**config.mk**
```make
export PLATFORM = sky130hd
export DESIGN_NAME = charge_current_register_bank
export DESIGN_NICKNAME = d
export VERILOG_FILES = /design/src/charge_bank_pkg.sv /design/src/sense_code_scale.sv /design/src/charge_current_register_bank.sv
export VERILOG_INCLUDE_DIRS = /design/src
export SDC_FILE = /design/constraint.sdc
export NUM_CORES = 1
export LEC_CHECK = 0
export ABC_CLOCK_PERIOD_IN_PS = 3900
export BUFFER_PORTS_ARGS = -buffer_cell sky130_fd_sc_hd__buf_2
export CAP_MARGIN = 20
export CORE_MARGIN = 1
export CORE_UTILIZATION = 49
export DETAILED_ROUTE_END_ITERATION = 10
export MAX_ROUTING_LAYER = met4
export PLACE_DENSITY = 0.8
export SYNTH_ARGS = -nofsm -noshare
export SYNTH_HDL_FRONTEND = slang
export SYNTH_HIERARCHICAL = 1
export SYNTH_SLANG_ARGS = --single-unit
```
**constraint.sdc**
```tcl
create_clock -name ref_clk -period 3.9 [get_ports ref_clk]
set_input_delay 0.585 -clock ref_clk [delete_from_list [all_inputs] [get_ports ref_clk]]
set_output_delay 0.585 -clock ref_clk [all_outputs]
set_load 0.005 [all_outputs]
```
**src/charge_bank_defines.svh**
```systemverilog
`ifndef CHARGE_BANK_DEFINES_SVH
`define CHARGE_BANK_DEFINES_SVH

`define REV_ID_ADDR        8'h03
`define CHG_CUR_ADDR       8'h04
`define CHG_CUR_RESET      8'h89
`define CHG_RST_BIT        7
`define CHG_CODE_LSB       4
`define CHG_CODE_MSB       6
`define CHG_SPARE_BIT      3
`define TERM_CODE_LSB      0
`define TERM_CODE_MSB      2
`define UNMAPPED_READ      8'hff
// Sense voltages in units of 0.1 mV; one step equals the field LSB weight
`define CHG_OFFSET_DMV     16'h0176
`define CHG_STEP_DMV       16'h0044
`define TERM_OFFSET_DMV    16'h0022
`define TERM_STEP_DMV      16'h0022
// Arbitrary neutral revision value
`define REV_ID_VALUE       8'h52

`endif

```
**src/charge_bank_pkg.sv**
```systemverilog
package charge_bank_pkg;

    typedef struct packed {
        logic       wr;
        logic       rd;
        logic [7:0] addr;
        logic [7:0] wdata;
    } reg_req_s;

    typedef struct packed {
        logic [2:0] chg_code;
        logic [2:0] term_code;
    } cur_cfg_s;

    typedef enum logic [1:0] {
        RST_IDLE  = 2'b00,
        RST_PULSE = 2'b01,
        RST_HOLD  = 2'b11
    } rst_state_e;

endpackage : charge_bank_pkg

```
**src/sense_code_scale.sv**
```systemverilog
`timescale 1ns/1ps
`include "charge_bank_defines.svh"

// Converts a 3-bit binary code to a sense voltage in 0.1 mV units, registered
module sense_code_scale #(
    parameter logic [15:0] OFFSET = 16'd0,
    parameter logic [15:0] STEP   = 16'd1
) (
    input  wire logic        ref_clk,
    input  wire logic        rst_n,
    input  wire logic [2:0]  code,
    output logic      [15:0] sense_dmv
);

    always_ff @(posedge ref_clk) begin
        if (!rst_n) begin
            sense_dmv <= 16'h0000;
        end else begin
            sense_dmv <= OFFSET + 16'(STEP * {13'h0000, code});
        end
    end

endmodule : sense_code_scale

```
**src/charge_current_register_bank.sv**
```systemverilog
// How it works
// - Writing one to bit 7 of register 04 resets the charger; zero does nothing.
// - Reading bit 7 of register 04 always returns one.
// - Bits 6:4 are charge code, weights 27.2/13.6/6.8 mV plus 37.4 mV offset.
// - Bits 2:0 are termination code, weights 13.6/6.8/3.4 mV plus 3.4 mV.
// - Register 04 resets to 89 hex.
// - One code step equals the field LSB weight over the sense resistance.
// - Register 03 is read-only and reports the revision in all eight bits.
// - The safety timer has no disable; it runs whenever charging is active.
`timescale 1ns/1ps
`include "charge_bank_defines.svh"

module charge_current_register_bank (
    input  wire logic                      ref_clk,
    input  wire logic                      rst_n,
    input  wire charge_bank_pkg::reg_req_s req,
    output logic      [7:0]                rdata,
    output logic                           charger_reset,
    output charge_bank_pkg::cur_cfg_s      cur_cfg,
    output logic      [15:0]               charge_sense_code,
    output logic      [15:0]               term_sense_dmv,
    input  wire logic                      charging_active,
    output logic                           safety_timer_run
);

    logic [6:0]                  chg_reg_ff;
    logic                        rst_req_ff;
    charge_bank_pkg::rst_state_e rst_state_ff;
    charge_bank_pkg::rst_state_e nxt_rst_state;
    logic                        wr_chg;
    logic [2:0]                  chg_field;
    logic [2:0]                  term_field;

    assign wr_chg = req.wr && (req.addr == `CHG_CUR_ADDR);

    // Field views of the stored byte; bit 3 feeds neither of them
    assign chg_field  = chg_reg_ff[`CHG_CODE_MSB:`CHG_CODE_LSB];
    assign term_field = chg_reg_ff[`TERM_CODE_MSB:`TERM_CODE_LSB];

    // Register 03 has no write path at all
    always_ff @(posedge ref_clk) begin
        if (!rst_n) begin
            chg_reg_ff <= 7'(`CHG_CUR_RESET);
        end else if (wr_chg) begin
            chg_reg_ff <= req.wdata[6:0];
        end
    end

    // Reset bit is a write-one strobe; it is never stored
    always_ff @(posedge ref_clk) begin
        if (!rst_n) begin
            rst_req_ff <= 1'b0;
        end else begin
            rst_req_ff <= wr_chg && req.wdata[`CHG_RST_BIT];
        end
    end

    // Requests are registered first, so the pulse never starts in the write cycle itself
    always_comb begin
        nxt_rst_state = rst_state_ff;
        case (rst_state_ff)
            charge_bank_pkg::RST_IDLE:  if (rst_req_ff) nxt_rst_state = charge_bank_pkg::RST_PULSE;
            charge_bank_pkg::RST_PULSE: nxt_rst_state = charge_bank_pkg::RST_HOLD;
            charge_bank_pkg::RST_HOLD:  nxt_rst_state = charge_bank_pkg::RST_IDLE;
            default:                    nxt_rst_state = charge_bank_pkg::RST_IDLE;
        endcase
    end

    always_ff @(posedge ref_clk) begin
        if (!rst_n) begin
            rst_state_ff <= charge_bank_pkg::RST_IDLE;
        end else begin
            rst_state_ff <= nxt_rst_state;
        end
    end

    // Two-cycle reset pulse so downstream charger logic sees it cleanly
    assign charger_reset = (rst_state_ff != charge_bank_pkg::RST_IDLE);

    // Reads are registered; a read and a write in one cycle return the old contents

    always_ff @(posedge ref_clk) begin
        if (!rst_n) begin
            rdata <= 8'h00;
        end else if (req.rd) begin
            case (req.addr)
                `REV_ID_ADDR:  rdata <= `REV_ID_VALUE;
                `CHG_CUR_ADDR: rdata <= {1'b1, chg_reg_ff};
                default:       rdata <= `UNMAPPED_READ;
            endcase
        end
    end

    always_ff @(posedge ref_clk) begin
        if (!rst_n) begin
            cur_cfg <= '0;
        end else begin
            cur_cfg.chg_code  <= chg_field;
            cur_cfg.term_code <= term_field;
        end
    end

    // Current per step is this LSB voltage over the external resistor
    sense_code_scale #(
        .OFFSET (`CHG_OFFSET_DMV),
        .STEP   (`CHG_STEP_DMV)
    ) u_chg_scale (
        .ref_clk   (ref_clk),
        .rst_n     (rst_n),
        .code      (chg_field),
        .sense_dmv (charge_sense_code)
    );

    sense_code_scale #(
        .OFFSET (`TERM_OFFSET_DMV),
        .STEP   (`TERM_STEP_DMV)
    ) u_term_scale (
        .ref_clk   (ref_clk),
        .rst_n     (rst_n),
        .code      (term_field),
        .sense_dmv (term_sense_dmv)
    );

    // No register bit can gate the timer
    assign safety_timer_run = charging_active;
endmodule : charge_current_register_bank

```
==> metrics.md, run 1 <==
| Metric | Value |
|---|---|
| PortBufs | `51` |
| TritonRoute pass-1 iters | `4` |
| Static leakage | `0.863 nW` |
| Skew-Pair Late Insertion Delay | `0.34 ns` |
| Slew margin rel. | `59.7%` |
| Die Ht | `56.6 µm` |
| Number of global-route vias before repair | `1025` |
| Layout Nets | `222` |
| Initial Util | `52.5%` |
| DRC viols | `0` |
| Syn-to-layout area delta | `15.8%` |
| Setup CP Type | `in -> reg` |
| Via/cell ratio | `4.83` |
| Yosys warnings | `6` |
| Synth Area in Compound Gates | `7.03%` |
| Worst Skew | `0.00741 ns` |
| MaxCap Viol Count | `0` |
| Placer Congestion | `0.747` |
| Largest family of logic cells by synthesized area | `simple AND/OR/NAND/NOR gates` |
| CTS max path bufs | `2` |
| Post-synth cell types | `28` |
| Mapped Cells | `150` |
| Required @ worst endpoint | `4.16 ns` |
| Share of layout cells above drive strength 1 | `31.2%` |
| Worst Path Max Fanout | `8` |
| Total gr overflow | `0` |
| Total die area | `0.00320 mm²` |
| Fmax achieved | `577 MHz` |
| Detailed Route WL | `2690 µm` |
| Worst Tran Pin Value | `0.598 ns` |
| Xor and xnor area share after synthesis | `1.20%` |
| # setup viols final | `0` |
| Cts hold-fix bufs | `0` |
| First-pass GRT wire length | `4370 µm` |
| Post-synthesis mux area share | `4.80%` |
| WL/cell | `11.7 µm` |
| Antenna cell count | `0` |
| Worst setup SP type | `input pin` |
| Synth Cell Area | `0.00146 mm²` |
| Post-CTS sizing | `0` |
| Synthesized area per cell | `9.73 µm²` |
| Hpwl dp | `1980 µm` |
| Period utilization | `44.5%` |
| Endpoint type of the worst setup path | `flip-flop` |
| Vias after detailed routing | `1110` |
| Largest net degree at the start of global routing | `28` |
| Post-synthesis register bit count | `37` |
| Pwr Density | `372 mW/mm²` |
| Worst path arrival time | `1.99 ns` |
| H-tree Lvls | `2` |
| Drt initial violations | `24` |
| Initial antenna violation count | `0` |
| Status | `finished clean` |
| Seq/Total Area, Yosys | `50.8%` |
| Synth Area in Simple Gates | `19.2%` |
| Worst reg2reg setup slack | `2.54 ns` |
| ANT nets after route | `0` |
| CTS tree | `built` |
| Clock Sinks | `37` |
| RSZ-0062 raised after global routing | `false` |
| IO Pins | `69` |
| Floorplan core area | `0.00278 mm²` |
| Total Routing Usage GR | `18.7%` |
| CTS clk-pin slew, worst paths | `0.10 ns` |
| Clock root buffer | `clkbuf_4` |
| Post-synthesis adder-cell area fraction | `2.57%` |
| Total Power | `629 µW` |
| Final Max Slew Viols | `0` |
| Final hold vios | `0` |
| Tmin final | `1.73 ns` |
| Post-CTS Setup Bufs | `0` |
| Number of CTS-inserted buffers | `5` |
| Setup TNS | `0 ns` |
| Die width | `56.6 µm` |
| VDD IR-drop max | `0.245 mV` |
| Row count | `19` |
| Min-Delay Path Class | `reg -> reg` |
==> registers in the layout, summed over array words and instances (netlist names) <==
name	count
rdata	8
cur_cfg	6
u_term_scale/sense_dmv	4
chg_reg_ff	7
rst_req_ff	1
u_chg_scale/sense_dmv	9
rst_state_ff	2
==> cells in the final DEF (no fill, tap or decap) <==
cell / n
o41ai_2: 1
and3_1: 2
ha_1: 3
nor3_4: 1
a21oi_1: 7
nor2b_1: 5
a221oi_1: 4
dfxtp_1: 37
buf_2: 51
nand3b_1: 1
mux2i_1: 7
nor3b_1: 1
inv_1: 11
nand2_1: 15
a31oi_1: 1
conb_1: 15
xor2_1: 2
nor2_1: 8
or3_1: 2
or4b_4: 1
clkbuf_4: 5
nor4_1: 2
nor3_1: 3
or2_2: 1
clkbuf_1: 3
o21ai_0: 2
and2_1: 6
and4_2: 1
or4_4: 1
==> per-layer routing <==
| layer | GRT usage, % | up-vias | wire length [µm] |
|---|---|---|---|
| met4 | 10.5 | 0 | 46 |
| met5 | - | - | 0 |
| li1 | - | 553 | - |
| met3 | 6.91 | 7 | 200 |
| met1 | 18.9 | 494 | 1110 |
| met2 | 31.1 | 56 | 1330 |
==> worst max-delay path: stages <==
cell and delay, ns:
buf_2 0.11, or4b_4 0.57, nor3_4 0.48, mux2i_1 0.26
==> layout make-up <==
class	instances	area (µm²)
Fill cell	239	1090
Timing Repair Buffer	51	255
Tap cell	31	38.8
Sequential cell	37	741
Clock buffer	8	48.8
Inverter	11	41.3
Multi-Input combinational cell	92	564
==> power by group <==
group	internal [mW]	total (mW)	switching, mW
logic	0.0223	0.0491	0.0268
clock network	0.0719	0.187	0.115
registers	0.388	0.392	0.00449
total	0.482	0.629	0.147
==> synthesized netlist by cell type <==
| cell type | instances | area [µm²] |
|---|---|---|
| or4b_4 | 1 | 13.8 |
| nand3b_1 | 1 | 7.51 |
| or4_4 | 1 | 11.3 |
| nor3_4 | 1 | 16.3 |
| or3_1 | 2 | 12.5 |
| o41ai_2 | 1 | 16.3 |
| nand2_1 | 15 | 56.3 |
| nor4_1 | 2 | 12.5 |
| nor3b_1 | 1 | 7.51 |
| xor2_1 | 2 | 17.5 |
| a221oi_1 | 4 | 35.0 |
| nor2b_1 | 5 | 31.3 |
| buf_4 | 20 | 150 |
| mux2i_1 | 7 | 70.1 |
| nor2_1 | 8 | 30.0 |
| dfxtp_1 | 37 | 741 |
| or2_2 | 1 | 6.26 |
| and3_1 | 2 | 12.5 |
| o21ai_0 | 2 | 10.0 |
| and2_1 | 6 | 37.5 |
| inv_1 | 11 | 41.3 |
| ha_1 | 3 | 37.5 |
| nor3_1 | 3 | 15.0 |
| a31oi_1 | 1 | 6.26 |
| a21oi_1 | 7 | 35.0 |
| clkbuf_1 | 3 | 11.3 |
| conb_1 | 2 | 7.51 |
| and4_2 | 1 | 10.0 |
==> per-stage QoR <==
step	area [µm²]	setup slack [ns]	util (%)	hold WS (ns)	instances
global route	1690	2.11	60.7	0.475	230
floorplan	1510	2.10	-	0.414	163
global placement	1640	1.91	59.0	0.423	222
finish	1690	2.17	60.7	0.452	230
detailed placement	1640	1.83	59.0	0.434	222
CTS	1690	2.18	60.7	0.446	230
==> cells by family after synthesis <==
family,Yosys count
simple gates,50
flops,37
buf+inv,34
compound gates,15
mux,7
fa+ha+maj,3
other cells,2
xor+xnor,2
==> worst paths after layout <==
kind,end,from,cells after the start
setup / recovery,chg_reg_ff[5]$_SDFFE_PN0P_,req[8],4
hold / removal,rst_state_ff[0]$_SDFFE_PN0P_,rst_state_ff[1]$_SDFFE_PN0P_,1
setup reg to reg,u_chg_scale/sense_dmv[6]$_SDFF_PN0_,chg_reg_ff[4]$_SDFFE_PN0P_,5
hold reg to reg,rst_state_ff[0]$_SDFFE_PN0P_,rst_state_ff[1]$_SDFFE_PN0P_,1
Power figures use the tool's default switching activity.
==> inputs of run 2 (changes only) <==
--- a/config.mk
+++ b/config.mk
@@ -6,14 +6,14 @@
 export SDC_FILE = /design/constraint.sdc
 export NUM_CORES = 1
 export LEC_CHECK = 0
-export ABC_CLOCK_PERIOD_IN_PS = 3900
+export ABC_CLOCK_PERIOD_IN_PS = 1500
 export BUFFER_PORTS_ARGS = -buffer_cell sky130_fd_sc_hd__buf_2
 export CAP_MARGIN = 20
 export CORE_MARGIN = 1
-export CORE_UTILIZATION = 49
+export CORE_UTILIZATION = 41
 export DETAILED_ROUTE_END_ITERATION = 10
 export MAX_ROUTING_LAYER = met4
-export PLACE_DENSITY = 0.8
+export PLACE_DENSITY = 0.71
 export SYNTH_ARGS = -nofsm -noshare
 export SYNTH_HDL_FRONTEND = slang
 export SYNTH_HIERARCHICAL = 1
==> constraint.sdc (replaced) <==
create_clock -name ref_clk -period 1.5 [get_ports ref_clk]
set_input_delay 0.225 -clock ref_clk [delete_from_list [all_inputs] [get_ports ref_clk]]
set_output_delay 0.225 -clock ref_clk [all_outputs]
set_load 0.005 [all_outputs]
==> run 2 against run 1 <==
  * First-iteration DRC count shrank 58%
  * Total power grew to 3.0 times the previous value
  * Largest cell class unchanged
  * Cell area is 6.4% higher
  * Sequential share of layout area is 2.7 points lower
  * Sequential power rose to 2.6 times the previous value
  * Critical path type is now reg -> out
  * Critical path depth shrank 2
  * Critical endpoint is now charger_reset
  * Combinational power grew to 2.6 times the previous value
  * Via count decreased by 0.90%
  * Flip-flop and latch count stayed put
  * Hold slack got worse by 0.35 ns
==> metrics.md, run 2 (same netlist as run 1, synthesis figures left out) <==
| Metric | Value |
|---|---|
| Worst setup SP type | `flip-flop (was input pin)` |
| Min-Delay Path Class | `in -> reg (was reg -> reg)` |
| Tmin final | `1.31 ns` |
| Fin Hold WS | `0.106 ns (was 0.452 ns)` |
| CTS max path bufs | `2 (unchanged)` |
| Critical-path cell list | `or2_2 > buf_2 (was buf_2 > or4b_4 > nor3_4 > mux2i_1)` |
| Pwr Density | `1040 mW/mm² (was 372 mW/mm²)` |
| Commonest non-fill, non-tap cells in the layout | `51 x buf_2, 37 x dfxtp_1, 15 x nand2_1, 15 x conb_1, 11 x inv_1 (unchanged)` |
| Slowest stage delay, CP | `0.33 ns (was 0.57 ns)` |
| Crit path buf inv count | `1 (unchanged)` |
| Initial antenna violation count | `0 (unchanged)` |
| Hpwl dp | `1790 µm (was 1980 µm)` |
| Crit path max-delay cell type | `dfxtp_1 (was or4b_4)` |
| Clock root buffer | `clkbuf_4 (unchanged)` |
| ANT nets after route | `0 (unchanged)` |
| Via/cell ratio | `4.40 (was 4.83)` |
| Worst path arrival time | `1.08 ns (was 1.99 ns)` |
| Crit-path leading delay family | `flip-flops (was simple AND/OR/NAND/NOR gates)` |
| Non-filler cells in the finished layout | `250 (was 230)` |
| Status | `finished clean (unchanged)` |
| Setup TNS | `0 ns (unchanged)` |
| Syn-to-layout area delta | `23.2% (was 15.8%)` |
| Hold endpoint | `rst_req_ff$_SDFF_PN0_ (was rst_state_ff[0]$_SDFFE_PN0P_)` |
| Comb pwr share | `6.9% (was 7.8%)` |
| First-pass GRT wire length | `3950 µm (was 4370 µm)` |
| Final Max Slew Viols | `0 (unchanged)` |
| Die Ht | `61.7 µm (was 56.6 µm)` |
| Clock Sinks | `37 (unchanged)` |
| Row count | `21 (was 19)` |
| Placed cells | `242 (was 222)` |
| Die width | `61.7 µm (was 56.6 µm)` |
| Static leakage | `0.909 nW (was 0.863 nW)` |
| Post-CTS sizing | `0 (unchanged)` |
| Met3 Use GR | `5.88% (was 6.91%)` |
| Layout Nets | `227 (was 222)` |
| NetSw | `403 µW (was 147 µW)` |
| Fmax achieved | `766 MHz` |
| Reg area | `741 µm² (unchanged)` |
| Met2 GRT Util | `21.0% (was 31.1%)` |
| Initial Util | `43.4% (was 52.5%)` |
| CTS tree | `built (unchanged)` |
| WP depth | `2 (was 4)` |
| WHS Path Cells | `2 (was 1)` |
| CTS clk-pin slew, worst paths | `0.10 ns (about the same)` |
| Filler cell count | `327 (was 239)` |
| MaxCap Viol Count | `0 (unchanged)` |
| Antenna cell count | `0 (unchanged)` |
| Final hold vios | `0 (unchanged)` |
| Placer Congestion | `0.757 (was 0.747)` |
| Largest Register | `u_chg_scale/sense_dmv (unchanged)` |
| Number of CTS-inserted buffers | `5 (unchanged)` |
| H-tree Lvls | `2 (unchanged)` |
| Endpoint type of the worst setup path | `output port (was flip-flop)` |
| Clock share of power | `38.5% (was 29.8%)` |
| Worst Path Max Fanout | `3 (was 8)` |
| Final instance area | `0.00180 mm² (was 0.00169 mm²)` |
| Total gr overflow | `0 (unchanged)` |
| Top Usage Layer GRT | `met2 (unchanged)` |
| Cts hold-fix bufs | `0 (unchanged)` |
| # setup viols final | `0 (unchanged)` |
| Vias after detailed routing | `1100 (was 1110)` |
| Final setup margin | `0.194 ns (was 2.17 ns)` |
| Register share of total power | `54.6% (was 62.4%)` |
| Min-delay src | `req[7] (was rst_state_ff[1]$_SDFFE_PN0P_)` |
| Multi-input gate area | `564 µm² (unchanged)` |
| DRC viols | `0 (unchanged)` |
| Worst reg2reg setup slack | `0.22 ns (was 2.54 ns)` |
| Worst reg-to-reg path cell count | `5 (unchanged)` |
| Pre-CTS WS | `-0.0629 ns (was 1.83 ns)` |
| Post-CTS Setup Bufs | `0 (unchanged)` |
| Required @ worst endpoint | `1.27 ns (was 4.16 ns)` |
| TritonRoute pass-1 iters | `4 (unchanged)` |
| Biggest regs | `u_chg_scale/sense_dmv x9, rdata x8, chg_reg_ff x7 (unchanged)` |
| Worst Skew | `0.0144 ns (was 0.00741 ns)` |
| Commonest non-fill, non-tap cell in the layout | `buf_2 (unchanged)` |
| Max reg flops | `9 (unchanged)` |
| Pint | `1.47 mW (was 482 µW)` |
| Total die area | `0.00380 mm² (was 0.00320 mm²)` |
| Largest net degree at the start of global routing | `19 (was 28)` |
| RSZ-0062 raised after global routing | `false (unchanged)` |
| Number of global-route vias before repair | `877 (was 1025)` |
| Setup CP Type | `reg -> out (was in -> reg)` |
| Detailed Route WL | `2380 µm (was 2690 µm)` |
| Reg-to-Reg End | `u_chg_scale/sense_dmv[6]$_SDFF_PN0_ (unchanged)` |
| IO Pins | `69 (unchanged)` |
| Switching part of the total | `21.5% (was 23.3%)` |
| Met1 usage | `18.8% (was 18.9%)` |
| WL/cell | `9.50 µm (was 11.7 µm)` |
| Share of layout cells above drive strength 1 | `34.3% (was 31.2%)` |
| Placed Area | `0.00171 mm² (was 0.00164 mm²)` |
| Floorplan core area | `0.00336 mm² (was 0.00278 mm²)` |
| VDD IR-drop max | `0.351 mV (was 0.245 mV)` |
| Total Routing Usage GR | `15.1% (was 18.7%)` |
| Skew-Pair Late Insertion Delay | `0.35 ns (was 0.34 ns)` |
| Period utilization | `87.1%` |
| PortBufs | `51 (unchanged)` |
| Critical R2R Launch | `chg_reg_ff[5]$_SDFFE_PN0P_ (was chg_reg_ff[4]$_SDFFE_PN0P_)` |
| Drt initial violations | `10 (was 24)` |
==> run 2: changes by cell type in the layout (fill, tap and decap cells not counted) <==
cell        before  now
clkbuf_8         0    1
buf_4            0    4
clkinvlp_4       0    1
bufinv_16        0    1
clkbuf_1         3    0
buf_12           0    1
==> run 2: stage by stage <==
stage                     power, mW  utilization [%]
after floorplan                1.13                -
final                          1.87             53.5
after CTS                      1.89             53.5
after global routing           1.96             53.5
after global placement         1.17             50.8
after detailed placement       1.17             50.8
==> run 2: power by group through the flow <==
stage	registers [mW]	clock network, mW	logic, mW
detailed placement	1.04	0	0.130
global route	1.03	0.787	0.149
finish	1.02	0.720	0.128
floorplan	1.05	0	0.0888
global placement	1.04	0	0.129
CTS	1.02	0.740	0.130
==> run 2: final cells by class <==
class	count	area share, %
clock buffers	6	2.85
clock inverters	2	2.09
flip-flops and latches	37	41.2
inverters	11	2.30
well taps	46	3.20
multi-input cells	92	31.4
repair buffers	56	17.0
==> run 2: per-layer routing <==
layer / vias to the layer above / part of all wire (%)
li1: 567 / -
met1: 476 / 45
met2: 50 / 44
met3: 7 / 8.1
met4: 0 / 2.4
met5: - / 0
==> run 2: worst reg2reg max path, delay by kind of cell (launching register included) <==
family,cells,cell delay (ns)
xor+xnor,1,0.15
fa+ha+maj,2,0.38
buf+inv,1,0.04
flops,1,0.46
simple gates,1,0.14
==> run 2: worst max-delay path by stage <==
stage | from | to
3_3_place_gp | req[8] | chg_reg_ff[2]$_SDFFE_PN0P_
6_report | rst_state_ff[0]$_SDFFE_PN0P_ | charger_reset
2_1_floorplan | req[8] | chg_reg_ff[0]$_SDFFE_PN1P_
5_1_grt | rst_state_ff[0]$_SDFFE_PN0P_ | charger_reset
4_1_cts | rst_state_ff[0]$_SDFFE_PN0P_ | charger_reset
3_5_place_dp | req[8] | chg_reg_ff[4]$_SDFFE_PN0P_
